<file path="src/hw/bpsc_regs.vh">
// Register offsets, fields, reset values and thresholds of the bias path sequencer
`ifndef BPSC_REGS_VH
`define BPSC_REGS_VH

// Voltage codes in units of 0.1 V
`define BPSC_VDD_ON       8'hAA
`define BPSC_VDD_OFF      8'h6A
`define BPSC_VDD_SURV     8'h82
`define BPSC_GATE_OV      8'h96
`define BPSC_RAIL_OK      8'h64
`define BPSC_LOWOUT_LR    8'h18
`define BPSC_LOWOUT_UP    8'h19
`define BPSC_TUNE_THR_HI  8'h55
`define BPSC_TUNE_THR_LO  8'h28
`define BPSC_TUNE_SEL_MID 8'h19

// Control modes
`define BPSC_MODE_STBY1   3'h0
`define BPSC_MODE_STBY2   3'h1
`define BPSC_MODE_LOWPWR  3'h2
`define BPSC_MODE_BURST   3'h3
`define BPSC_MODE_AMPL    3'h4

// Register offsets
`define BPSC_ADDR_CTRL    4'h0
`define BPSC_ADDR_STEP    4'h1
`define BPSC_ADDR_STAT    4'h2
`define BPSC_ADDR_ONTIME  4'h3
`define BPSC_ADDR_SAMPLE  4'h4
`define BPSC_ADDR_TUNE    4'h5
`define BPSC_ADDR_CAUSE   4'h6
`define BPSC_ADDR_BURSTS  4'h7

// Field positions
`define BPSC_CTRL_TUNE_EN 0
`define BPSC_STAT_UVLO    2
`define BPSC_STAT_LOWOUT  3
`define BPSC_STAT_SURV    4
`define BPSC_STAT_SRC_EN  5
`define BPSC_STAT_RAIL_OK 6
`define BPSC_STAT_LS_HOLD 7
`define BPSC_CAUSE_PIN    0
`define BPSC_CAUSE_OV     1

// Reset values
`define BPSC_CTRL_RST     8'h01
`define BPSC_STEP_RST     4'h1
`define BPSC_ONTIME_RST   8'h40

`endif

</file>
<file path="src/hw/bpsc_core.v">
// Bias power path, switched rail and programmable current source control
//
// Overview of operation
// Turn-on opens both start-up path switches; the code drives both high (closed) in start-up
// After start-up, regulator drives gate rail
// Tuning target 8.5 V or 4 V
// Gate rail open/short at start-up faults
// Gate rail above 15 V in run faults
// Zero-crossing then switch-node event trims on-time
// Run high closes switched-rail switch
// Run low keeps switched-rail switch open
// Low-side waits for switched rail above 10 V
// Switched rail off before turn-on threshold
// Loads on switched rail power up within 2 us
// Sample winding sense during demagnetization
// Sample below 2.4 V sets low-output flag
// Sample above 2.5 V clears low-output flag
// Low-output flag enables source in run
// Otherwise source only in second standby run
// Source always off in wait state
// Supply below 13 V stops source
// Run low disables all drive switching
// Undervoltage lockout at 17 V on, 10.6 V off
// Between thresholds the flag holds
`include "bpsc_regs.vh"

module bpsc_core (
  input  wire       clk_i,
  input  wire       resetn_i,
  input  wire [7:0] vdd_lvl_i,
  input  wire [7:0] gate_rail_lvl_i,
  input  wire [7:0] switched_rail_lvl_i,
  input  wire [7:0] winding_sense_lvl_i,
  input  wire [7:0] tune_sel_lvl_i,
  input  wire       gate_rail_open_i,
  input  wire       gate_rail_short_i,
  input  wire       run_i,
  input  wire [2:0] mode_i,
  input  wire       demag_i,
  input  wire       zcd_i,
  input  wire       sws_det_i,
  input  wire [3:0] addr_i,
  input  wire [7:0] wdata_i,
  input  wire       wr_i,
  input  wire       rd_i,
  output reg  [7:0] rdata_o,
  output reg        startup_sws_sw_o,
  output reg        startup_gate_sw_o,
  output reg        reg_gate_sw_o,
  output reg        switched_rail_sw_o,
  output reg        low_side_en_o,
  output reg        high_side_en_o,
  output reg  [7:0] ontime_o,
  output reg  [7:0] tune_thr_o,
  output wire       low_output_indication_o,
  output reg        prog_src_en_o,
  output reg        survival_stop_o,
  output reg        fault_o
);

  localparam ST_START  = 2'b00;
  localparam ST_ACTIVE = 2'b01;
  localparam ST_FAULT  = 2'b10;

  function above;
    input [7:0] lvl;
    input [7:0] thr;
    begin
      above = (lvl > thr);
    end
  endfunction

  function below;
    input [7:0] lvl;
    input [7:0] thr;
    begin
      below = (lvl < thr);
    end
  endfunction

  // Saturating trim step
  function [7:0] trim;
    input [7:0] val;
    input [3:0] stp;
    input       up;
    reg   [8:0] sum;
    begin
      if (up) begin
        sum  = {1'b0, val} + {5'h00, stp};
        trim = sum[8] ? 8'hFF : sum[7:0];
      end else begin
        trim = (val < {4'h0, stp}) ? 8'h00 : (val - {4'h0, stp});
      end
    end
  endfunction

  reg  [1:0] state;
  reg  [1:0] next_state;
  reg  [7:0] ctrl;
  reg  [3:0] step;
  reg  [7:0] sample;
  reg  [1:0] cause;
  reg  [7:0] bursts;
  reg        run_q;
  reg        ls_hold;
  reg        armed;
  wire       uvlo_on;
  wire       low_flag;
  wire       pin_fault;
  wire       ov_fault;
  wire       run_state;
  wire       rail_good;
  wire       next_ls_hold;
  wire       next_surv;
  wire       normal_mode;
  wire       next_src_en;
  wire       tune_en;
  wire       burst_start;

  // Supply undervoltage lockout
  bpsc_hyst #(
    .LO  (`BPSC_VDD_OFF),
    .HI  (`BPSC_VDD_ON),
    .INV (0)
  ) u_uvlo (
    .clk_i    (clk_i),
    .resetn_i (resetn_i),
    .lvl_i    (vdd_lvl_i),
    .flag_o   (uvlo_on)
  );

  // Low-output indication from the demagnetization sample
  bpsc_hyst #(
    .LO  (`BPSC_LOWOUT_LR),
    .HI  (`BPSC_LOWOUT_UP),
    .INV (1)
  ) u_lowout (
    .clk_i    (clk_i),
    .resetn_i (resetn_i),
    .lvl_i    (sample),
    .flag_o   (low_flag)
  );

  assign low_output_indication_o = low_flag;

  assign pin_fault = gate_rail_open_i | gate_rail_short_i;
  assign ov_fault  = run_i & above(gate_rail_lvl_i, `BPSC_GATE_OV);
  assign rail_good = above(switched_rail_lvl_i, `BPSC_RAIL_OK);
  assign tune_en   = ctrl[`BPSC_CTRL_TUNE_EN];

  // Operating state sequence
  always @* begin
    next_state = state;
    case (state)
      ST_START: begin
        if (pin_fault) begin
          next_state = ST_FAULT;
        end else if (uvlo_on) begin
          next_state = ST_ACTIVE;
        end
      end
      ST_ACTIVE: begin
        if (!uvlo_on) begin
          next_state = ST_START;
        end else if (ov_fault) begin
          next_state = ST_FAULT;
        end
      end
      ST_FAULT: begin
        if (below(vdd_lvl_i, `BPSC_VDD_OFF)) begin
          next_state = ST_START;
        end
      end
      default: begin
        next_state = ST_START;
      end
    endcase
  end

  // Run state versus low-current wait state
  assign run_state   = (next_state == ST_ACTIVE) & run_i;
  assign burst_start = run_i & ~run_q;

  // Low-side hold from burst start until the switched rail is good
  assign next_ls_hold = ~run_state | (ls_hold & ~rail_good);

  assign next_surv   = below(vdd_lvl_i, `BPSC_VDD_SURV);
  assign normal_mode = (mode_i <= `BPSC_MODE_AMPL);

  // Programmable current source enable
  assign next_src_en = run_state & ~next_surv & normal_mode &
                       (low_flag | (mode_i == `BPSC_MODE_STBY2));

  always @(posedge clk_i or negedge resetn_i) begin
    if (!resetn_i) begin
      state <= ST_START;
    end else begin
      state <= next_state;
    end
  end

  // Power path switches and drive gates
  always @(posedge clk_i or negedge resetn_i) begin
    if (!resetn_i) begin
      startup_sws_sw_o   <= 1'b1;
      startup_gate_sw_o  <= 1'b1;
      reg_gate_sw_o      <= 1'b0;
      switched_rail_sw_o <= 1'b0;
      low_side_en_o      <= 1'b0;
      high_side_en_o     <= 1'b0;
      fault_o            <= 1'b0;
      ls_hold            <= 1'b1;
      run_q              <= 1'b0;
    end else begin
      startup_sws_sw_o   <= (next_state == ST_START);
      startup_gate_sw_o  <= (next_state == ST_START);
      reg_gate_sw_o      <= (next_state == ST_ACTIVE);
      switched_rail_sw_o <= run_state;
      low_side_en_o      <= run_state & ~next_ls_hold;
      high_side_en_o     <= run_state;
      fault_o            <= (next_state == ST_FAULT);
      ls_hold            <= next_ls_hold;
      run_q              <= run_i;
    end
  end

  // Winding sense sample, survival flag and source enable
  always @(posedge clk_i or negedge resetn_i) begin
    if (!resetn_i) begin
      sample          <= 8'hFF;
      survival_stop_o <= 1'b0;
      prog_src_en_o   <= 1'b0;
    end else begin
      if (demag_i) begin
        sample <= winding_sense_lvl_i;
      end
      survival_stop_o <= next_surv;
      prog_src_en_o   <= next_src_en;
    end
  end

  // Tuning target selection
  always @(posedge clk_i or negedge resetn_i) begin
    if (!resetn_i) begin
      tune_thr_o <= `BPSC_TUNE_THR_LO;
    end else if (above(tune_sel_lvl_i, `BPSC_TUNE_SEL_MID)) begin
      tune_thr_o <= `BPSC_TUNE_THR_HI;
    end else begin
      tune_thr_o <= `BPSC_TUNE_THR_LO;
    end
  end

  // High-side on-time trim: zero-crossing arms, switch-node event must follow
  always @(posedge clk_i or negedge resetn_i) begin
    if (!resetn_i) begin
      ontime_o <= `BPSC_ONTIME_RST;
      armed    <= 1'b0;
    end else if (!tune_en || !run_state) begin
      armed <= 1'b0;
    end else if (zcd_i) begin
      if (armed) begin
        ontime_o <= trim(ontime_o, step, 1'b1);
      end
      armed <= 1'b1;
    end else if (sws_det_i && armed) begin
      ontime_o <= trim(ontime_o, step, 1'b0);
      armed    <= 1'b0;
    end
  end

  // Fault cause, held until the next fault or reset
  always @(posedge clk_i or negedge resetn_i) begin
    if (!resetn_i) begin
      cause <= 2'b00;
    end else if (state == ST_START && next_state == ST_FAULT) begin
      cause <= 2'b01;
    end else if (state == ST_ACTIVE && next_state == ST_FAULT) begin
      cause <= 2'b10;
    end
  end

  // Burst counter
  always @(posedge clk_i or negedge resetn_i) begin
    if (!resetn_i) begin
      bursts <= 8'h00;
    end else if (burst_start && next_state == ST_ACTIVE) begin
      bursts <= bursts + 8'h01;
    end
  end

  // Register writes
  always @(posedge clk_i or negedge resetn_i) begin
    if (!resetn_i) begin
      ctrl <= `BPSC_CTRL_RST;
      step <= `BPSC_STEP_RST;
    end else if (wr_i) begin
      case (addr_i)
        `BPSC_ADDR_CTRL: begin
          ctrl <= {7'h00, wdata_i[`BPSC_CTRL_TUNE_EN]};
        end
        `BPSC_ADDR_STEP: begin
          step <= wdata_i[3:0];
        end
        default: begin
          ctrl <= ctrl;
        end
      endcase
    end
  end

  // Register reads, data valid in the cycle after the strobe
  always @(posedge clk_i or negedge resetn_i) begin
    if (!resetn_i) begin
      rdata_o <= 8'h00;
    end else if (rd_i) begin
      case (addr_i)
        `BPSC_ADDR_CTRL: begin
          rdata_o <= ctrl;
        end
        `BPSC_ADDR_STEP: begin
          rdata_o <= {4'h0, step};
        end
        `BPSC_ADDR_STAT: begin
          rdata_o <= {ls_hold, rail_good, prog_src_en_o, survival_stop_o,
                      low_flag, uvlo_on, state};
        end
        `BPSC_ADDR_ONTIME: begin
          rdata_o <= ontime_o;
        end
        `BPSC_ADDR_SAMPLE: begin
          rdata_o <= sample;
        end
        `BPSC_ADDR_TUNE: begin
          rdata_o <= tune_thr_o;
        end
        `BPSC_ADDR_CAUSE: begin
          rdata_o <= {6'h00, cause};
        end
        `BPSC_ADDR_BURSTS: begin
          rdata_o <= bursts;
        end
        default: begin
          rdata_o <= 8'h00;
        end
      endcase
    end else begin
      rdata_o <= 8'h00;
    end
  end

endmodule

</file>
<file path="src/hw/bpsc_hyst.v">
// Threshold comparator with hysteresis held in a flip-flop
module bpsc_hyst #(
  parameter [7:0] LO  = 8'h00,
  parameter [7:0] HI  = 8'hFF,
  parameter       INV = 0
) (
  input  wire       clk_i,
  input  wire       resetn_i,
  input  wire [7:0] lvl_i,
  output reg        flag_o
);

  wire set_c;
  wire clr_c;

  // Normal: set at or above HI, clear below LO; inverted: set below LO, clear above HI
  assign set_c = INV ? (lvl_i < LO) : (lvl_i >= HI);
  assign clr_c = INV ? (lvl_i > HI) : (lvl_i < LO);

  always @(posedge clk_i or negedge resetn_i) begin
    if (!resetn_i) begin
      flag_o <= 1'b0;
    end else if (set_c) begin
      flag_o <= 1'b1;
    end else if (clr_c) begin
      flag_o <= 1'b0;
    end
  end

endmodule

</file>
<file path="config.mk">
export PLATFORM = sky130hd
export DESIGN_NAME = bpsc_core
export DESIGN_NICKNAME = d
export VERILOG_FILES = /design/src/hw/bpsc_core.v /design/src/hw/bpsc_hyst.v
export VERILOG_INCLUDE_DIRS = /design/src /design/src/hw
export SDC_FILE = /design/constraint.sdc
export NUM_CORES = 1
export LEC_CHECK = 0
export BUFFER_PORTS_ARGS = -buffer_cell sky130_fd_sc_hd__buf_2
export CAP_MARGIN = 5
export CORE_MARGIN = 5
export CORE_UTILIZATION = 50
export CTS_CLUSTER_DIAMETER = 200
export DETAILED_ROUTE_END_ITERATION = 10
export PLACE_DENSITY = 0.78
export SYNTH_ARGS = -nofsm -noshare
export SYNTH_HDL_FRONTEND = slang
export SYNTH_SLANG_ARGS = --single-unit
</file>
<file path="constraint.sdc">
create_clock -name clk_i -period 2.4 [get_ports clk_i]
set_input_delay 0.36 -clock clk_i [delete_from_list [all_inputs] [get_ports clk_i]]
set_output_delay 0.36 -clock clk_i [all_outputs]
set_load 0.01 [all_outputs]
</file>
==> flow_metrics.py <==
metrics = {
    "status": {
        "status": "finished, final reports clean",
    },
    "global_routing": {
        "first_global_vias": 2723,
        "grt_overflow_total": 0,
        "first_pass_grt_wire_length_um": 12600,
        "grt_usage": 0.186,
        "maximum_number_of_pins_on_one_net_before_global_route_repair": 56,
        "grt_antenna_before_repair": 0,
    },
    "synth": {
        "synthDistinctLibCells": 65,
        "synth_cells": 324,
        "ys_async_sr_fraction": 1.00,
        "synth_top_area_share": 0.316,
        "yosys.cell_count.top_type": "sky130_fd_sc_hd__dfrtp_1",
        "count_of_flip_flops_with_a_built_in_enable_after_synthesis": 0,
        "synthesis.area_per_instance_um2": 10.0,
        "post-synth-top-area-cell": "sky130_fd_sc_hd__dfrtp_1",
        "mappedNetlistArea_mm2": 0.00325,
        "dominant_combinational_cell_family_by_area_after_synthesis": "compound AO/OA/AOI/OAI gates",
        "yosysSeqAreaShare": 0.429,
        "fraction_of_the_mapped_netlist_area_in_adder_cells": 0.0470,
        "leading_post_synthesis_cells_by_instance_count": "41 x sky130_fd_sc_hd__dfrtp_1, 35 x sky130_fd_sc_hd__nor2_1, 19 x sky130_fd_sc_hd__a21oi_1, 18 x sky130_fd_sc_hd__mux2_2",
        "xor_xnor_cell_area_share_of_the_yosys_netlist": 0.0296,
        "mux_cell_area_share_after_synthesis": 0.0955,
        "synth-simple-area-share": 0.166,
        "synth_compound_area_frac": 0.176,
        "synth-seq-cells": 55,
        "synth.top_cells.by_area": "sky130_fd_sc_hd__dfrtp_1 32%, sky130_fd_sc_hd__dfstp_2 11%, sky130_fd_sc_hd__mux2_2 6.2%",
        "yosys_most_used_dff": "sky130_fd_sc_hd__dfrtp_1",
        "synthesis.yosys.warnings": 0,
    },
    "power": {
        "power_density_cells_mw_per_mm2": 586,
        "fin_total_pwr_w": 0.00225,
        "p_leak_nw": 1.79,
        "ir_drop_mv": 0.329,
    },
    "drt": {
        "avgViaCountPerCell": 5.70,
        "number_of_drc_violations_after_detailed_routing_iteration_0": 180,
        "avgRoutedWirePerCell_um": 16.0,
        "first_pass_iters": 4,
        "postRouteAntennaNets": 0,
        "postRouteWirelength_um": 7710,
        "vias": 2741,
        "post-route-drc-count": 0,
    },
    "sta": {
        "grt_setup_unrepaired": "yes",
        "number_of_slew_limit_violations_in_the_final_report": 0,
        "worst_slew_pin_slew_ns": 0.677,
        "worst_hold_slack_ns": 0.154,
        "number_of_hold_slack_violations_in_the_final_timing_report": 0,
        "post-route-period-util": 0.961,
        "finClkSkew_ns": 0.00340,
        "setup_viol_count_final": 0,
        "final.min_clock_period_ns": 2.31,
        "timing.fmax_mhz": 434,
        "worst_slew_margin_rel": 0.548,
        "timing.final.ws_setup_ns": 0.0941,
    },
    "flow_run": {
        "max_cap_violations": 0,
    },
    "clock_tree": {
        "clockBufferDepth": 2,
        "ctsRootBufferMaster": "sky130_fd_sc_hd__clkbuf_8",
        "cts_setup_buffers": 0,
        "worstSkewPairLatency_ns": 0.31,
        "tritoncts": "done",
        "htreeDepth": 2,
        "clkSinkCount": 55,
        "clkSlewWorstSetupHoldPaths_ns": 0.09,
        "numCtsBuffers": 5,
    },
    "finish": {
        "areaGrowthSynthToFinish_pct": 18.1,
        "final.fill_count": 529,
        "final_nets": 479,
        "n_antenna_cell": 0,
        "drive_above_1_share": 0.366,
    },
    "floorplan": {
        "die_y_um": 90.6,
        "die_area_mm2": 0.00821,
        "row_count": 29,
        "initial_utilization": 0.512,
        "core_area_mm2": 0.00635,
        "ios": 99,
        "die_w_um": 90.6,
    },
    "setup_path": {
        "rrSetupSlack_ns": 0.09,
        "r2r_cells": 8,
        "cp.required_ns": 2.60,
        "cp-startpoint": "step[0]$_DFFE_PN1P_",
        "crit_path_end": "ontime_o[2]$_DFFE_PN0P_",
        "critical_path_peak_fanout": 4,
        "startpoint_type": "flop",
        "r2r-end": "ontime_o[2]$_DFFE_PN0P_",
        "cp-end-kind": "flop",
        "cp_data_arrival_time_ns": 2.50,
        "critical_register_to_register_path_startpoint": "step[0]$_DFFE_PN1P_",
        "critPathKind": "reg2reg",
    },
    "placement": {
        "io_buffers": 90,
        "place.gp.congestion": 0.887,
        "dpl.hpwl_um": 5880,
        "pre_cts_slack_ns": 0.174,
    },
    "min_path": {
        "hold_class": "in2async",
    },
}
routing by layer:
| metal | global-route usage | routed length (µm) | up-vias |
|---|---|---|---|
| met1 | 0.236 | 3070 | 1311 |
| met3 | 0.0408 | 505 | 17 |
| met2 | 0.304 | 3970 | 98 |
| met4 | 0.0782 | 174 | 0 |
| li1 | - | - | 1315 |
| met5 | 0 | 0 | - |
sequential cells by signal, indices dropped and copies added (netlist names), 2 cells and up:
signal and count:
rdata_o 8, state 2, sample 8, tune_thr_o 2, bursts 8, ontime_o 8, cause 2, step 4
through the flow:
stage          cell area (µm²)  instances  TNS (ns)  utilization
6_report                  3840        481         0        0.605
5_1_grt                   3840        481   -0.0132        0.605
4_1_cts                   3820        481         0        0.602
3_5_place_dp              3700        473         0        0.583
3_3_place_gp              3700        473         0        0.583
2_1_floorplan             3250        325         0            -
layout by cell type, fill, tap and decap left out, types with 3 or more instances in the layout:
cell type and instances:
sky130_fd_sc_hd__nor3_1 9, sky130_fd_sc_hd__or3_1 3, sky130_fd_sc_hd__inv_1 15, sky130_fd_sc_hd__nand2_1 15, sky130_fd_sc_hd__o21ai_0 9, sky130_fd_sc_hd__dfstp_2 14, sky130_fd_sc_hd__nor2_1 34, sky130_fd_sc_hd__a221oi_1 3
sky130_fd_sc_hd__nand4_1 6, sky130_fd_sc_hd__a211oi_1 4, sky130_fd_sc_hd__a211oi_2 3, sky130_fd_sc_hd__a22oi_1 4, sky130_fd_sc_hd__a21oi_1 18, sky130_fd_sc_hd__buf_2 90, sky130_fd_sc_hd__o211ai_1 3, sky130_fd_sc_hd__ha_1 9
sky130_fd_sc_hd__o21a_1 4, sky130_fd_sc_hd__clkbuf_8 6, sky130_fd_sc_hd__xnor2_1 8, sky130_fd_sc_hd__mux2i_1 7, sky130_fd_sc_hd__nor2b_1 9, sky130_fd_sc_hd__nand3_1 4, sky130_fd_sc_hd__xor2_1 3, sky130_fd_sc_hd__buf_4 4
sky130_fd_sc_hd__mux2_2 18, sky130_fd_sc_hd__o31ai_1 3, sky130_fd_sc_hd__and3_1 3, sky130_fd_sc_hd__dfrtp_1 41
power by group:
part | leakage, nW | switching (W) | internal [W]
Clock | 0.0612 | 0.000297 | 0.000338
Sequential | 0.676 | 0.0000896 | 0.00102
Combinational | 1.06 | 0.000268 | 0.000235
logic make-up after synthesis:
logic type      count (synthesis)
flops                          55
other cells                     1
buf+inv                        38
simple gates                  102
mux                            27
xor+xnor                       11
fa+ha+maj                      11
compound gates                 79
cell type report:
class / instances / area [µm²] / area share
Tap cell: 77 / 96.3 / 0.0251
Clock buffer: 6 / 82.6 / 0.0215
Multi-Input combinational cell: 232 / 1690 / 0.441
Timing Repair Buffer: 94 / 480 / 0.125
Clock inverter: 2 / 35.0 / 0.00913
Inverter: 15 / 56.3 / 0.0147
Sequential cell: 55 / 1390 / 0.363
how the worst min path moves through the flow:
| stage | endpoint | slack [ns] | cells past startpoint |
|---|---|---|---|
| finish | ontime_o[7]$_DFFE_PN0P_ | 0.15 | 2 |
| CTS | ontime_o[4]$_DFFE_PN0P_ | 0.19 | 2 |
| floorplan | armed$_DFFE_PN0P_ | 0.06 | 0 |
| global placement | bursts[7]$_DFFE_PN0P_ | 0.46 | 1 |
| global route | run_q$_DFF_PN0_ | 0.22 | 1 |
| detailed placement | bursts[7]$_DFFE_PN0P_ | 0.48 | 1 |
critical path, cell delays in order (launching register included):
cell and delay (ns):
sky130_fd_sc_hd__dfstp_2 0.57, sky130_fd_sc_hd__ha_1 0.17, sky130_fd_sc_hd__inv_1 0.06, sky130_fd_sc_hd__fa_1 0.40, sky130_fd_sc_hd__a21o_1 0.25, sky130_fd_sc_hd__a21oi_1 0.19
sky130_fd_sc_hd__a21oi_1 0.16, sky130_fd_sc_hd__a221oi_1 0.30, sky130_fd_sc_hd__a21oi_1 0.10
timing repair:
action	in CTS	in global routing
hold buffers	0	0
setup endpoints to repair	0	4
gates resized for setup	0	5
Power figures use the tool's default switching activity.
